$ cat config.mk
export PLATFORM = sky130hd
export DESIGN_NAME = tsoc_dev_flat
export DESIGN_NICKNAME = d
export VERILOG_FILES = /design/src/tsoc_pkg.sv /design/src/tsoc_if.sv /design/src/tsoc_dev.sv /design/src/flat_wrapper.sv
export SDC_FILE = /design/constraint.sdc
export NUM_CORES = 1
export LEC_CHECK = 0
export ABC_AREA = 1
export BUFFER_PORTS_ARGS = -buffer_cell sky130_fd_sc_hd__buf_2
export CORE_MARGIN = 4
export CORE_UTILIZATION = 48
export DETAILED_ROUTE_END_ITERATION = 6
export GPL_TIMING_DRIVEN = 0
export PLACE_DENSITY = 0.74
export SKIP_CTS_REPAIR_TIMING = 1
export SLEW_MARGIN = 20
export SYNTH_ARGS = -nofsm -noshare
export SYNTH_HDL_FRONTEND = slang
export SYNTH_SLANG_ARGS = --single-unit
export TNS_END_PERCENT = 10
$ cat constraint.sdc
create_clock -name sys_clk -period 3 [get_ports sys_clk]
set_clock_uncertainty 0.1 [all_clocks]
set_input_delay 0 -clock sys_clk [delete_from_list [all_inputs] [get_ports sys_clk]]
set_output_delay 0 -clock sys_clk [all_outputs]
set_load 0.01 [all_outputs]
$ cat src/tsoc_pkg.sv
// ============================================================
// Shared constants and types for the timer status and output link.
package tsoc_pkg;

	// ============================================================
	// Geometry.
	localparam int          NCH        = 2;
	localparam int          DW         = 16;
	localparam int          AW         = 2;

	// ============================================================
	// Register indices on the device link.
	localparam logic [1:0]  IDX_CH0    = 2'h0;
	localparam logic [1:0]  IDX_CH1    = 2'h1;
	localparam logic [1:0]  IDX_STOP   = 2'h2;

	// ============================================================
	// Field positions inside a flags/output register.
	localparam int          FLG_LSB    = 5;
	localparam int          FLG_MSB    = 7;
	localparam int          CONVERSION_TRIGGER_ENABLE_BIT   = 4;
	localparam int          OS_MSB     = 3;
	localparam int          OS_B_LSB   = 2;
	localparam int          OS_A_MSB   = 1;
	// Flag index within the three-bit flag group.
	localparam int          F_WRAP     = 0;
	localparam int          F_MA       = 1;
	localparam int          F_MB       = 2;
	// Module stop register: timer stop bit position.
	localparam int          STOP_BIT   = 12;

	// ============================================================
	// Reset values and counter maximum.
	localparam logic [7:0]  RST_CH0    = 8'h00;
	localparam logic [7:0]  RST_CH1    = 8'h10;
	localparam logic [15:0] RST_STOP   = 16'h3FFF;
	localparam logic [7:0]  CNT_MAX    = 8'hFF;

	// ============================================================
	// Compare output actions; the code value doubles as priority.
	localparam logic [1:0]  ACT_NONE   = 2'h0;
	localparam logic [1:0]  ACT_ZERO   = 2'h1;
	localparam logic [1:0]  ACT_ONE    = 2'h2;
	localparam logic [1:0]  ACT_TGL    = 2'h3;

	// ============================================================
	// Controller register map on Wishbone (byte addresses).
	localparam logic [3:0]  WB_CMD     = 4'h0;
	localparam logic [3:0]  WB_STAT    = 4'h4;
	localparam int          CMD_DAT_LSB = 0;
	localparam int          CMD_ADR_LSB = 16;
	localparam int          CMD_WE_BIT = 18;
	localparam int          CMD_GO_BIT = 31;
	localparam int          STAT_BUSY  = 16;

	// ============================================================
	// Device state.
	typedef struct packed {
		logic [NCH-1:0][2:0] flag;
		logic [NCH-1:0][2:0] armed;
		logic                conversion_trigger_enable;
		logic [NCH-1:0][3:0] os;
		logic [NCH-1:0]      tmo;
		logic [DW-1:0]       stop;
		logic                ack;
		logic [DW-1:0]       rdata;
		logic                ad_start;
		logic [1:0]          stby_sync;
	} tsoc_dev_s;

	// Controller link states, one-hot.
	typedef enum logic [1:0] {
		HS_IDLE = 2'b01,
		HS_WAIT = 2'b10
	} tsoc_hst_e;

	typedef struct packed {
		tsoc_hst_e           st;
		logic [AW-1:0]       addr;
		logic                we;
		logic [DW-1:0]       wdata;
		logic [DW-1:0]       rdata;
		logic                wb_ack;
		logic [31:0]         wb_dat;
	} tsoc_hst_s;

endpackage : tsoc_pkg

$ cat src/tsoc_if.sv
`timescale 1ns/1ps
// ============================================================
// Register link between the controller and the timer device.
interface tsoc_if;
	import tsoc_pkg::*;
	logic                req;
	logic                we;
	logic [AW-1:0]       addr;
	logic [DW-1:0]       wdata;
	logic [DW-1:0]       rdata;
	logic                ack;

	modport dev  (input req, we, addr, wdata, output rdata, ack);
	modport host (output req, we, addr, wdata, input rdata, ack);
endinterface : tsoc_if

$ cat src/tsoc_dev.sv
`timescale 1ns/1ps
// ============================================================
// Operation
// flag bits 7..5 only clear on written zero.
// reset/standby: channel 0 is 00, channel 1 is 10.
// match B sets flag bit 7.
// match B flag clears after read-one then write-zero.
// match A sets flag bit 6.
// match A flag clears after read-one then write-zero.
// transfer with disable-select zero clears match flag.
// counter wrap FF to 00 sets bit 5.
// wrap flag clears after read-one then write-zero.
// channel 0 bit 4 enables conversion start requests.
// channel 1 bit 4 reads one, ignores writes.
// bits 3..2 select match B output action.
// bits 1..0 select match A output action.
// simultaneous matches: toggle beats one beats zero.
// all four select bits zero disables output.
// output is zero after reset until match.
// stop bit set stops timer after bus cycle.
// no register access while module stopped.
// stop register resets to 3FFF, keeps in standby; here hardware standby also resets it to 3FFF.
// clearing stop bit runs timer; reset keeps stopped.
// each flag interrupts only when its enable set.
// channel 0 match A with enable starts conversion.
// match sampled in last state before counter update.
// writing one or unarmed zero leaves flag unchanged.
module tsoc_dev
	import tsoc_pkg::*;
(
	// Clock and reset.
	input  wire logic                  sys_clk,
	input  wire logic                  arst_n,
	// Register link from the controller.
	tsoc_if.dev                        bus,
	// Hardware standby request, asynchronous pin.
	input  wire logic                  hw_standby,
	// Counter side, per channel.
	input  wire logic [NCH-1:0][7:0]   cnt_val,
	input  wire logic [NCH-1:0][7:0]   constant_a,
	input  wire logic [NCH-1:0][7:0]   constant_b,
	input  wire logic [NCH-1:0]        cnt_upd,
	// Interrupt enables from the channel control registers.
	input  wire logic [NCH-1:0]        ie_match_a,
	input  wire logic [NCH-1:0]        ie_match_b,
	input  wire logic [NCH-1:0]        ie_wrap,
	// Transfer controller activations.
	input  wire logic [NCH-1:0]        xfer_done_a,
	input  wire logic [NCH-1:0]        xfer_done_b,
	input  wire logic [NCH-1:0]        disable_after_transfer_select,
	// Interrupt requests.
	output logic      [NCH-1:0]        match_a_irq,
	output logic      [NCH-1:0]        match_b_irq,
	output logic      [NCH-1:0]        wrap_irq,
	// Conversion start and timer outputs.
	output logic                       conv_start,
	output logic      [NCH-1:0]        tmo,
	output logic      [NCH-1:0]        tmo_oe,
	output logic                       timer_run
);

	// ============================================================
	// State.
	localparam tsoc_dev_s RST = '{
		flag:      '0,
		armed:     '0,
		conversion_trigger_enable:      RST_CH0[CONVERSION_TRIGGER_ENABLE_BIT],
		os:        '0,
		tmo:       '0,
		stop:      RST_STOP,
		ack:       1'b0,
		rdata:     '0,
		ad_start:  1'b0,
		stby_sync: '0
	};

	tsoc_dev_s               s_ff;
	tsoc_dev_s               nxt_s;
	logic      [NCH-1:0][2:0] ev;
	logic      [NCH-1:0][1:0] act;
	logic                    stopped;

	assign stopped = s_ff.stop[STOP_BIT];

	// ============================================================
	// Per channel match detection and output action choice.
	for (genvar c = 0; c < NCH; c++) begin : g_ch
		logic [1:0] act_a;
		logic [1:0] act_b;
		// Matches are taken only on the update strobe, so a match that
		// holds for many cycles still sets the flag once per count.
		assign ev[c][F_MB]   = cnt_upd[c] && !stopped &&
		                       (cnt_val[c] == constant_b[c]);
		assign ev[c][F_MA]   = cnt_upd[c] && !stopped &&
		                       (cnt_val[c] == constant_a[c]);
		assign ev[c][F_WRAP] = cnt_upd[c] && !stopped &&
		                       (cnt_val[c] == CNT_MAX);
		assign act_b = ev[c][F_MB] ? s_ff.os[c][OS_MSB:OS_B_LSB]
		                           : ACT_NONE;
		assign act_a = ev[c][F_MA] ? s_ff.os[c][OS_A_MSB:0]
		                           : ACT_NONE;
		// The action codes are ordered by priority, so the larger wins.
		assign act[c] = (act_a > act_b) ? act_a : act_b;
		assign match_a_irq[c] = s_ff.flag[c][F_MA] && ie_match_a[c];
		assign match_b_irq[c] = s_ff.flag[c][F_MB] && ie_match_b[c];
		assign wrap_irq[c]    = s_ff.flag[c][F_WRAP] && ie_wrap[c];
		assign tmo_oe[c]      = |s_ff.os[c];
	end

	// ============================================================
	// Register view of one flags/output register.
	function automatic logic [7:0] view(input tsoc_dev_s s, input int c);
		logic [7:0] v;
		v = {s.flag[c], RST_CH1[CONVERSION_TRIGGER_ENABLE_BIT], s.os[c]};
		if (c == 0) begin
			v[CONVERSION_TRIGGER_ENABLE_BIT] = s.conversion_trigger_enable;
		end
		return v;
	endfunction : view

	// ============================================================
	// Next state: bus access, transfer clears, then hardware sets, so
	// an event in the cycle of a clear still leaves its flag set.
	always_comb begin
		int         ch;
		logic [7:0] wb;
		ch = 0;
		wb = bus.wdata[7:0];
		nxt_s = s_ff;
		nxt_s.ack = 1'b0;
		nxt_s.ad_start = 1'b0;

		// Bus access: one cycle per request, answered the next edge.
		if (bus.req && !s_ff.ack) begin
			nxt_s.ack = 1'b1;
			nxt_s.rdata = '0;
			ch = (bus.addr == IDX_CH1) ? 1 : 0;
			if (bus.addr == IDX_STOP) begin
				if (bus.we) begin
					nxt_s.stop = bus.wdata;
				end else begin
					nxt_s.rdata = s_ff.stop;
				end
			end else if ((bus.addr == IDX_CH0 || bus.addr == IDX_CH1)
			             && !stopped) begin
				if (bus.we) begin
					// Only an armed flag with a written zero clears;
					// the arming is used up by any write.
					nxt_s.flag[ch] = s_ff.flag[ch] &
					    ~(s_ff.armed[ch] & ~wb[FLG_MSB:FLG_LSB]);
					nxt_s.armed[ch] = '0;
					nxt_s.os[ch] = wb[OS_MSB:0];
					if (ch == 0) begin
						nxt_s.conversion_trigger_enable = wb[CONVERSION_TRIGGER_ENABLE_BIT];
					end
				end else begin
					nxt_s.rdata = {8'h00, view(s_ff, ch)};
					nxt_s.armed[ch] = s_ff.armed[ch] | s_ff.flag[ch];
				end
			end
		end

		// Per channel transfer clears, sets and output update.
		for (int c = 0; c < NCH; c++) begin
			if (xfer_done_a[c] && !disable_after_transfer_select[c]) begin
				nxt_s.flag[c][F_MA] = 1'b0;
			end
			if (xfer_done_b[c] && !disable_after_transfer_select[c]) begin
				nxt_s.flag[c][F_MB] = 1'b0;
			end
			nxt_s.flag[c] = nxt_s.flag[c] | ev[c];
			case (act[c])
				ACT_ZERO: nxt_s.tmo[c] = 1'b0;
				ACT_ONE:  nxt_s.tmo[c] = 1'b1;
				ACT_TGL:  nxt_s.tmo[c] = ~s_ff.tmo[c];
				default:  nxt_s.tmo[c] = s_ff.tmo[c];
			endcase
		end
		nxt_s.ad_start = ev[0][F_MA] && s_ff.conversion_trigger_enable;

		// Hardware standby puts every register back to reset.
		if (s_ff.stby_sync[1]) begin
			nxt_s = RST;
		end
		nxt_s.stby_sync = {s_ff.stby_sync[0], hw_standby};
	end

	// ============================================================
	// State register.
	always_ff @(posedge sys_clk or negedge arst_n) begin
		if (!arst_n) begin
			s_ff <= RST;
		end else begin
			s_ff <= nxt_s;
		end
	end

	// ============================================================
	// Outputs.
	assign bus.ack    = s_ff.ack;
	assign bus.rdata  = s_ff.rdata;
	assign conv_start = s_ff.ad_start;
	assign tmo        = s_ff.tmo;
	assign timer_run  = !stopped;

endmodule : tsoc_dev

$ cat src/flat_wrapper.sv
// flat-port wrapper written by rule: the top's interface ports become plain ports
module tsoc_dev_flat import tsoc_pkg::*;
  (sys_clk, arst_n, hw_standby, cnt_val, constant_a, constant_b, cnt_upd, ie_match_a, ie_match_b, ie_wrap, xfer_done_a, xfer_done_b, disable_after_transfer_select, match_a_irq, match_b_irq, wrap_irq, conv_start, tmo, tmo_oe, timer_run, bus_req, bus_we, bus_addr, bus_wdata, bus_rdata, bus_ack);
  tsoc_if bus_i ();
  input  wire logic sys_clk;
  input  wire logic arst_n;
  input  wire logic hw_standby;
  input  wire logic [NCH-1:0][7:0] cnt_val;
  input  wire logic [NCH-1:0][7:0] constant_a;
  input  wire logic [NCH-1:0][7:0] constant_b;
  input  wire logic [NCH-1:0] cnt_upd;
  input  wire logic [NCH-1:0] ie_match_a;
  input  wire logic [NCH-1:0] ie_match_b;
  input  wire logic [NCH-1:0] ie_wrap;
  input  wire logic [NCH-1:0] xfer_done_a;
  input  wire logic [NCH-1:0] xfer_done_b;
  input  wire logic [NCH-1:0] disable_after_transfer_select;
  output logic      [NCH-1:0] match_a_irq;
  output logic      [NCH-1:0] match_b_irq;
  output logic      [NCH-1:0] wrap_irq;
  output logic conv_start;
  output logic      [NCH-1:0] tmo;
  output logic      [NCH-1:0] tmo_oe;
  output logic timer_run;
  input wire logic [$bits(bus_i.req)-1:0] bus_req;
  input wire logic [$bits(bus_i.we)-1:0] bus_we;
  input wire logic [$bits(bus_i.addr)-1:0] bus_addr;
  input wire logic [$bits(bus_i.wdata)-1:0] bus_wdata;
  output wire logic [$bits(bus_i.rdata)-1:0] bus_rdata;
  output wire logic [$bits(bus_i.ack)-1:0] bus_ack;
  assign bus_i.req = bus_req;
  assign bus_i.we = bus_we;
  assign bus_i.addr = bus_addr;
  assign bus_i.wdata = bus_wdata;
  assign bus_rdata = bus_i.rdata;
  assign bus_ack = bus_i.ack;
  tsoc_dev u_core (.sys_clk(sys_clk), .arst_n(arst_n), .bus(bus_i), .hw_standby(hw_standby), .cnt_val(cnt_val), .constant_a(constant_a), .constant_b(constant_b), .cnt_upd(cnt_upd), .ie_match_a(ie_match_a), .ie_match_b(ie_match_b), .ie_wrap(ie_wrap), .xfer_done_a(xfer_done_a), .xfer_done_b(xfer_done_b), .disable_after_transfer_select(disable_after_transfer_select), .match_a_irq(match_a_irq), .match_b_irq(match_b_irq), .wrap_irq(wrap_irq), .conv_start(conv_start), .tmo(tmo), .tmo_oe(tmo_oe), .timer_run(timer_run));
endmodule
==> flow_summary_export.csv, run 1 <==
group,metric,value,unit
run_status,outcome,"complete, but fails checks",
run_status,violated_checks,"hold timing",
layout,layout_area_overhead,30.33,%
clock_tree,clkTransAtPathRegs,0.07,ns
drt,drtPass1Iterations,5,
global_routing,grt_util_all_layers,22.79,%
floorplan,core_area,7888,um^2
sta,finalMaxSlewViolations,0,
sta,hold_viol_final,3,
synthesis,ys_seq_elements,59,
sta,final.setup.worst_slack,0.2140,ns
floorplan,initial_utilization,50.16,%
clock_tree,cts_inserted_buffers,9,
global_routing,grt_start_max_net_pins,60,
layout,diode_insertion_count_for_antenna_repair,0,
setup_path,end_kind,"flop",
layout,post_route_cells_drive_above_1_share,27.47,%
setup_path,worst_reg_to_reg_setup_slack,0.21,ns
placed_design,place_ws,0.1824,ns
min_path,min_to,"u_core.s_ff[56]$_DFF_PN0_",
drt,detailedRoute.firstIterationViolations,244,
synthesis,synth_cells,541,
sta,top_achievable_clock_speed,0.3589,GHz
synthesis,yosysTopAreaCell,"sky130_fd_sc_hd__dfrtp_1",
layout,fin_util,65.37,%
setup_path,worstRegToRegCells,15,
layout,fin_nets,791,
placed_design,finalWeightedCongestion,0.9474,
clock_tree,cts_htree_levels,3,
setup_path,cp.arrival,2.91,ns
sta,final_min_period_over_clock_period,92.87,%
min_path,worstHoldPathType,"in -> reg",
clock_tree,clock_sink_count,59,
placed_design,place.detailed.hpwl,8.685,mm
synthesis,syn_avg_cell_area,7.313,um^2
floorplan,fp.dieArea,9758,um^2
synthesis,synth_top_flop_cell,"sky130_fd_sc_hd__dfrtp_1",
layout,layoutNonFillerInstCount,801,
global_routing,grt_first_pass_wirelength,17.93,mm
synthesis,yosysTopAreaCellShare,28.46,%
synthesis,synthArstFlopShare,100.0,%
drt,drtAntennaViolNets,0,
drt,dr_total_vias,4164,
synthesis,synth_cell_type_count,43,
clock_tree,cts_tree,"built",
placed_design,dp.cells,755,
sta,report.final.setup_viol,0,
pwr,leakage,2.757,nW
clock_tree,clkLatencyLatePin,0.35,ns
setup_path,cp.required,3.12,ns
pwr,fin_total_pwr,1.900,mW
clock_tree,cts_max_path_buffers,2,
placed_design,numPortBuffers,112,
min_path,worst_hold_startpoint,"cnt_val[12]",
drt,wire_per_inst,14.41,um
sta,setup_total_negative_slack,0,ns
synthesis,syn_nets,638,
flow_run,cap_violations,0,
setup_path,worstSetupStartpointType,"flop",
drt,post_drt_via_cell_ratio,5.199,
min_path,hold-path-cell-count,5,
sta,slew-limit-headroom,51.45,%
global_routing,grt_antenna_before_repair,0,
global_routing,total_overflow_reported_by_the_global_router,0,
floorplan,pin_count,114,
synthesis,synth.yosys.warnings,0,
floorplan,rows,32,
global_routing,first_global_vias,3955,
clock_tree,cts-root-buf,"sky130_fd_sc_hd__clkbuf_8",
setup_path,worst-path-max-fanout,3,
drt,postRouteWirelength,11.54,mm
floorplan,fp.dieW,98.79,um
synthesis,seq_area_frac_synth,37.76,%
pwr,pwr_density_cell,368.6,nW/um^2
synthesis,synth_area_leaders,"sky130_fd_sc_hd__dfrtp_1, sky130_fd_sc_hd__nand2_1, sky130_fd_sc_hd__dfstp_2",
drt,drc,0,
setup_path,reg2reg_from,"u_core.s_ff[32]$_DFFE_PN1P_",
sta,hold_ws,-0.01901,ns
pwr,vdd.ir_drop.worst,0.0002595,V
setup_path,criticalPathCategory,"reg -> reg",
sta,grt_setup_unrepaired,"false",
floorplan,die_y,98.79,um
synthesis,syn-cell-area,3956,um^2
sta,timing_worst_slew_pin_value,0.7282,ns
sta,timing.final.crit_period,2.786,ns
setup_path,reg2reg_to,"u_core.tmo[0]$_DFFE_PN0P_",
synthesis,synth_enable_flop_cells,0,
## how the worst max path moves through the flow
stage / startpoint / to / slack (ns) / depth (start not counted)
after global placement: u_core.s_ff[32]$_DFFE_PN1P_ / u_core.tmo[0]$_DFFE_PN0P_ / 0.36 / 15
after floorplan: u_core.s_ff[32]$_DFFE_PN1P_ / u_core.tmo[0]$_DFFE_PN0P_ / 0.60 / 15
after CTS: u_core.s_ff[32]$_DFFE_PN1P_ / u_core.tmo[0]$_DFFE_PN0P_ / 0.17 / 15
after global routing: u_core.s_ff[32]$_DFFE_PN1P_ / u_core.tmo[0]$_DFFE_PN0P_ / 0.03 / 15
after detailed placement: u_core.s_ff[32]$_DFFE_PN1P_ / u_core.tmo[0]$_DFFE_PN0P_ / 0.18 / 15
final: u_core.s_ff[32]$_DFFE_PN1P_ / u_core.tmo[0]$_DFFE_PN0P_ / 0.21 / 15
## worst max-delay path, stage by stage, from the launching register on
cell and delay, ns:
sky130_fd_sc_hd__dfstp_2 0.40, sky130_fd_sc_hd__nor2_2 0.15, sky130_fd_sc_hd__o21ai_0 0.14, sky130_fd_sc_hd__nor2_1 0.10, sky130_fd_sc_hd__nand3_1 0.08, sky130_fd_sc_hd__nor2_1 0.17, sky130_fd_sc_hd__nand2_1 0.10, sky130_fd_sc_hd__nor2_1 0.14
sky130_fd_sc_hd__ha_1 0.28, sky130_fd_sc_hd__a22oi_2 0.24, sky130_fd_sc_hd__inv_1 0.06, sky130_fd_sc_hd__nand2_1 0.06, sky130_fd_sc_hd__nand2_1 0.06, sky130_fd_sc_hd__ha_1 0.29, sky130_fd_sc_hd__o2111ai_1 0.20, sky130_fd_sc_hd__o41ai_1 0.10
## kinds of logic (layout without fill, tap and decap cells)
logic type                 after synthesis  in the layout  synth area share, %
AOI/OAI and AO/OA                      101            101                15.21
xor gates and xnor gates                13             13                2.878
adders and majority gates               12             12                3.795
buffers and inverters                  116            274                13.19
DFF                                     59             59                37.76
and+or+nand+nor                        240            240                27.17
## stage by stage
step | area, um^2 | hold WS [ns]
after floorplan | 3956 | -0.3956
after global placement | 4644 | 0.008532
after detailed placement | 4647 | 0.004826
after CTS | 4848 | -0.3735
after global routing | 5156 | 0.007165
final | 5156 | -0.01901
## flip-flops by register name, summed over array words and instances, names as in the netlist
register,flops
u_core.s_ff,38
u_core.bus.rdata,16
u_core.tmo,2
u_core.bus.ack,1
u_core.conv_start,1
u_core.nxt_s,1
## per-layer routing
metal  vias to the layer above  track usage, %  wire [um]
met5                         -               0          0
li1                       2058               -          -
met3                        30           5.449        712
met4                         0           7.248        316
met2                       136           38.69       5675
met1                      1940           28.60       4836
## layout by cell type (no fill, tap or decap), drive strengths merged, types with 3 or more instances in the layout
| master | instances |
|---|---|
| nor4 | 3 |
| a31oi | 7 |
| dfrtp | 45 |
| dlygate4sd3 | 30 |
| nor2 | 48 |
| a22oi | 3 |
| nand3 | 42 |
| a21oi | 24 |
| clkbuf | 15 |
| nor3 | 8 |
| nand2 | 122 |
| buf | 136 |
| o31ai | 8 |
| o21ai | 46 |
| xnor2 | 6 |
| inv | 88 |
| dfstp | 14 |
| nand4 | 14 |
| xor2 | 7 |
| ha | 12 |
## cells in the mapped netlist, drive strengths merged, types with 8 or more instances
| cell | count |
|---|---|
| a21oi | 24 |
| ha | 12 |
| inv | 87 |
| nor2 | 48 |
| nand3 | 42 |
| nor3 | 8 |
| o31ai | 8 |
| nand2 | 122 |
| dfstp | 14 |
| buf | 24 |
| dfrtp | 45 |
| nand4 | 14 |
| o21ai | 46 |
## area by class of cell
class	count	area (um^2)
Fill cell	709	2731
Multi-Input combinational cell	366	1948
Sequential cell	59	1494
Timing Repair Buffer	142	863.3
Inverter	87	326.6
Buffer	29	195.2
Clock buffer	10	137.6
Tap cell	102	127.6
Clock inverter	6	63.81
## where the power goes
part           internal, mW  total (mW)  switching (mW)
combinational         0.135       0.330           0.196
sequential            0.821       0.832          0.0114
clock                 0.405       0.738           0.333
Power figures use the tool's default switching activity.
==> run 2: changes to the inputs <==
- REMOVE_ABC_BUFFERS: unset -> 1
==> flow_summary_export.csv, run 2 (synthesis gave the netlist of run 1 again) <==
group,metric,value,unit
layout,post_route_cells_drive_above_1_share,25.52,%
global_routing,grt_first_pass_wirelength,17.95,mm
layout,layout_area_overhead,26.72,%
run_status,outcome,"complete, but fails checks",
clock_tree,clkLatencyLatePin,0.34,ns
sta,final_min_period_over_clock_period,91.22,%
drt,detailedRoute.firstIterationViolations,290,
pwr,pwr_density_cell,409.7,nW/um^2
layout,registers.top_by_ff_count,"u_core.s_ff",
setup_path,cp.required,3.09,ns
sta,timing_worst_slew_pin_value,0.8277,ns
sta,timing.final.crit_period,2.737,ns
drt,post_drt_via_cell_ratio,5.225,
flow_run,cap_violations,0,
drt,postRouteWirelength,11.36,mm
setup_path,reg2reg_from,"u_core.s_ff[32]$_DFFE_PN1P_",
global_routing,grt_start_max_net_pins,60,
min_path,worstHoldPathType,"in -> reg",
clock_tree,clock_sink_count,59,
floorplan,fp.dieArea,9758,um^2
placed_design,place_ws,0.1474,ns
floorplan,rows,32,
sta,finalMaxSlewViolations,0,
pwr,leakage,2.641,nW
floorplan,fp.dieW,98.79,um
drt,drc,0,
sta,hold_viol_final,4,
sta,slew-limit-headroom,44.76,%
layout,fin_util,63.56,%
clock_tree,clkTransAtPathRegs,0.07,ns
floorplan,pin_count,114,
run_status,violated_checks,"hold timing",
sta,hold_ws,-0.05309,ns
placed_design,finalWeightedCongestion,0.9341,
sta,grt_setup_unrepaired,"false",
floorplan,die_y,98.79,um
setup_path,worstSetupStartpointType,"flop",
clock_tree,cts_htree_levels,3,
drt,drtPass1Iterations,5,
setup_path,critPathLaunch,"u_core.s_ff[32]$_DFFE_PN1P_",
clock_tree,cts_inserted_buffers,9,
layout,largest_reg_flops,38,
global_routing,total_overflow_reported_by_the_global_router,0,
clock_tree,cts-root-buf,"sky130_fd_sc_hd__clkbuf_8",
floorplan,core_area,7888,um^2
pwr,fin_total_pwr,2.054,mW
pwr,vdd.ir_drop.worst,0.0002896,V
sta,report.final.setup_viol,0,
floorplan,initial_utilization,50.16,%
setup_path,cp.arrival,2.83,ns
sta,top_achievable_clock_speed,0.3654,GHz
layout,leading_cell_types_in_the_layout_fill_and_taps_excluded,"sky130_fd_sc_hd__nand2_1, sky130_fd_sc_hd__buf_2, sky130_fd_sc_hd__inv_1",
global_routing,grt_util_all_layers,22.54,%
min_path,worst_hold_startpoint,"disable_after_transfer_select[1]",
setup_path,criticalPathCategory,"reg -> reg",
sta,setup_total_negative_slack,0,ns
layout,layout_commonest_cell,"sky130_fd_sc_hd__nand2_1",
drt,drtAntennaViolNets,0,
drt,dr_total_vias,4034,
setup_path,end_kind,"flop",
global_routing,first_global_vias,3819,
layout,fin_nets,762,
clock_tree,cts_max_path_buffers,2,
setup_path,worst-path-max-fanout,3,
sta,final.setup.worst_slack,0.2634,ns
placed_design,place.detailed.hpwl,8.514,mm
layout,diode_insertion_count_for_antenna_repair,0,
clock_tree,cts_tree,"built",
placed_design,numPortBuffers,113,
drt,wire_per_inst,14.71,um
global_routing,grt_antenna_before_repair,0,
## run 2: power breakdown
group	internal, mW	switching (mW)
Sequential	0.821	0.0159
Clock	0.575	0.328
Combinational	0.124	0.190
Total	1.52	0.534
## run 2: final cells by class
class	count	area, um^2
multi-input combinational	366	1958
timing repair buffer	142	858.3
inverter	87	326.6
fill	732	2874
clock inverter	6	111.4
sequential	59	1494
tap	102	127.6
clock buffer	10	137.6
## run 2: through the flow
step,area [um^2],instances,hold slack [ns]
finish,5014,772,-0.05309
global placement,4454,727,0.007680
CTS,4706,743,-0.3612
floorplan,3761,512,-0.3956
detailed placement,4457,727,0.006032
global route,5014,772,0.001632
## run 2: worst max-delay path, cell delays in order, from the launching register on
cell,delay (ns)
sky130_fd_sc_hd__dfstp_2,0.39
sky130_fd_sc_hd__nor2_4,0.14
sky130_fd_sc_hd__o21ai_0,0.09
sky130_fd_sc_hd__nor2_1,0.09
sky130_fd_sc_hd__nand3_1,0.09
sky130_fd_sc_hd__nor2_2,0.15
sky130_fd_sc_hd__nand2_1,0.10
sky130_fd_sc_hd__inv_1,0.09
sky130_fd_sc_hd__nand2_1,0.06
sky130_fd_sc_hd__ha_1,0.28
sky130_fd_sc_hd__a22oi_2,0.18
sky130_fd_sc_hd__inv_1,0.06
sky130_fd_sc_hd__nand2_1,0.06
sky130_fd_sc_hd__nand2_1,0.07
sky130_fd_sc_hd__ha_1,0.30
sky130_fd_sc_hd__o2111ai_1,0.20
sky130_fd_sc_hd__o41ai_1,0.11
## run 2: final timing paths
path	end	slack, ns	cells past startpoint
min	u_core.s_ff[58]$_DFF_PN0_	-0.05	5
max in group asynchronous	u_core.s_ff[53]$_DFF_PN0_	2.15	2
max reg2reg	u_core.tmo[0]$_DFFE_PN0P_	0.26	16
min in group asynchronous	u_core.bus.rdata[9]$_DFFE_PN0N_	0.17	2
max	u_core.tmo[0]$_DFFE_PN0P_	0.26	16
min reg2reg	u_core.s_ff[1]$_DFF_PN0_	0.25	0
## run 2: metal layers
layer | vias up | global-route usage [%] | wire [um]
met5 | - | 0 | 0
met4 | 0 | 4.517 | 176
met3 | 18 | 5.308 | 790
met2 | 152 | 35.85 | 5408
met1 | 1872 | 31.54 | 4983
li1 | 1992 | - | -
==> run 3: changes to the inputs <==
- RECOVER_POWER: unset -> 50
==> flow_summary_export.csv, run 3 (synthesis gave the netlist of run 1 again) <==
group,metric,value,unit
setup_path,reg2reg_from,"u_core.s_ff[32]$_DFFE_PN1P_",
clock_tree,cts_inserted_buffers,9,
sta,timing.final.crit_period,2.738,ns
drt,drc,0,
floorplan,rows,32,
floorplan,die_y,98.79,um
clock_tree,cts-root-buf,"sky130_fd_sc_hd__clkbuf_8",
sta,setup_total_negative_slack,0,ns
sta,report.final.setup_viol,0,
floorplan,initial_utilization,50.16,%
layout,largest_reg_flops,38,
global_routing,grt_util_all_layers,22.54,%
global_routing,total_overflow_reported_by_the_global_router,0,
layout,fill_cell_instance_count_of_the_final_layout,734,
pwr,vdd.ir_drop.worst,0.0002902,V
placed_design,place.detailed.hpwl,8.514,mm
layout,layout_commonest_cell,"sky130_fd_sc_hd__nand2_1",
pwr,netSwitchingPower,0.5340,mW
floorplan,core_area,7888,um^2
clock_tree,cts_htree_levels,3,
min_path,worstHoldPathType,"in -> reg",
run_status,violated_checks,"hold timing",
setup_path,cp.required,3.09,ns
setup_path,criticalPathCategory,"reg -> reg",
sta,grt_setup_unrepaired,"false",
setup_path,worst-path-max-fanout,3,
clock_tree,cts_tree,"built",
layout,registers.top_by_ff_count,"u_core.s_ff",
drt,postRouteWirelength,11.41,mm
sta,hold_ws,-0.05026,ns
sta,final.setup.worst_slack,0.2619,ns
floorplan,fp.dieW,98.79,um
global_routing,first_global_vias,3819,
layout,post_route_cells_drive_above_1_share,23.43,%
run_status,outcome,"complete, but fails checks",
layout,diode_insertion_count_for_antenna_repair,0,
placed_design,finalWeightedCongestion,0.9341,
pwr,leakage,2.580,nW
placed_design,numPortBuffers,113,
setup_path,cp.arrival,2.82,ns
setup_path,end_kind,"flop",
pwr,pwr_density_cell,411.1,nW/um^2
sta,slew-limit-headroom,3.766,%
clock_tree,clkLatencyLatePin,0.34,ns
floorplan,fp.dieArea,9758,um^2
layout,layout_area_overhead,26.22,%
pwr,power_switching_share,26.01,%
sta,finalMaxSlewViolations,0,
setup_path,worstSetupStartpointType,"flop",
drt,drtPass1Iterations,5,
global_routing,grt_start_max_net_pins,60,
sta,final_min_period_over_clock_period,91.27,%
global_routing,grt_antenna_before_repair,0,
sta,hold_viol_final,4,
flow_run,cap_violations,0,
pwr,relative_contribution_of_sequential_cells_to_total_power,40.8,%
setup_path,critPathLaunch,"u_core.s_ff[32]$_DFFE_PN1P_",
clock_tree,clkTransAtPathRegs,0.07,ns
layout,leading_cell_types_in_the_layout_fill_and_taps_excluded,"sky130_fd_sc_hd__nand2_1, sky130_fd_sc_hd__buf_2, sky130_fd_sc_hd__inv_1",
pwr,relative_contribution_of_the_clock_network_to_total_power,44.0,%
drt,dr_total_vias,4031,
pwr,p_int,1.519,mW
drt,detailedRoute.firstIterationViolations,310,
placed_design,place_ws,0.1474,ns
pwr,comb_power_share,15.2,%
drt,wire_per_inst,14.78,um
layout,fin_nets,762,
drt,drtAntennaViolNets,0,
min_path,worst_hold_startpoint,"disable_after_transfer_select[1]",
clock_tree,cts_max_path_buffers,2,
sta,timing_worst_slew_pin_value,1.444,ns
sta,top_achievable_clock_speed,0.3652,GHz
floorplan,pin_count,114,
layout,fin_util,63.31,%
global_routing,grt_first_pass_wirelength,17.95,mm
clock_tree,clock_sink_count,59,
drt,post_drt_via_cell_ratio,5.222,
pwr,fin_total_pwr,2.053,mW
## run 3: cell count changes in the layout (fill, tap and decap cells not counted), sizes merged
cell / previous run / this run
clkbuf: 10 / 25
buf: 113 / 98
## run 3: metrics by stage
| step | area, um^2 | cells |
|---|---|---|
| 4_1_cts | 4706 | 743 |
| 2_1_floorplan | 3761 | 512 |
| 5_1_grt | 4994 | 772 |
| 3_3_place_gp | 4454 | 727 |
| 6_report | 4994 | 772 |
| 3_5_place_dp | 4457 | 727 |
## run 3: layout make-up
| cell class | instances | area [um^2] | share of cell area (%) |
|---|---|---|---|
| inverter | 87 | 326.6 | 6.540 |
| clock inverter | 6 | 111.4 | 2.230 |
| sequential | 59 | 1494 | 29.92 |
| clock buffer | 10 | 137.6 | 2.756 |
| tap | 102 | 127.6 | 2.556 |
| timing repair buffer | 142 | 838.3 | 16.79 |
| multi-input combinational | 366 | 1958 | 39.21 |
## run 3: worst max-delay path: stages, from the launching register on
cell and delay, ns:
sky130_fd_sc_hd__dfstp_2 0.40, sky130_fd_sc_hd__nor2_4 0.14, sky130_fd_sc_hd__o21ai_0 0.09, sky130_fd_sc_hd__nor2_1 0.09, sky130_fd_sc_hd__nand3_1 0.09, sky130_fd_sc_hd__nor2_2 0.15, sky130_fd_sc_hd__nand2_1 0.10, sky130_fd_sc_hd__inv_1 0.09
sky130_fd_sc_hd__nand2_1 0.06, sky130_fd_sc_hd__ha_1 0.28, sky130_fd_sc_hd__a22oi_2 0.18, sky130_fd_sc_hd__inv_1 0.06, sky130_fd_sc_hd__nand2_1 0.06, sky130_fd_sc_hd__nand2_1 0.07, sky130_fd_sc_hd__ha_1 0.30, sky130_fd_sc_hd__o2111ai_1 0.20
sky130_fd_sc_hd__o41ai_1 0.11
## run 3: power by group through the flow
| stage | logic (mW) | clock network (mW) | registers [mW] |
|---|---|---|---|
| 2_1_floorplan | 0.143 | 0 | 0.849 |
| 3_3_place_gp | 0.276 | 0 | 0.849 |
| 3_5_place_dp | 0.283 | 0 | 0.850 |
| 4_1_cts | 0.285 | 0.912 | 0.836 |
| 5_1_grt | 0.349 | 0.956 | 0.838 |
| 6_report | 0.312 | 0.904 | 0.837 |
## run 3: layer usage
| layer | track usage (%) | wire, um | vias up |
|---|---|---|---|
| met2 | 35.85 | 5471 | 145 |
| met4 | 4.517 | 153 | 0 |
| li1 | - | - | 1992 |
| met5 | 0 | 0 | - |
| met1 | 31.54 | 5014 | 1877 |
| met3 | 5.308 | 768 | 17 |
## run 3: path summary, 6_finish.rpt
check	endpoint	slack [ns]	cells past startpoint
max	u_core.tmo[0]$_DFFE_PN0P_	0.26	16
min	u_core.s_ff[58]$_DFF_PN0_	-0.05	5
max reg2reg	u_core.tmo[0]$_DFFE_PN0P_	0.26	16
min reg2reg	u_core.s_ff[1]$_DFF_PN0_	0.25	0
max in group asynchronous	u_core.s_ff[53]$_DFF_PN0_	1.49	2
min in group asynchronous	u_core.bus.rdata[11]$_DFFE_PN0N_	0.45	2
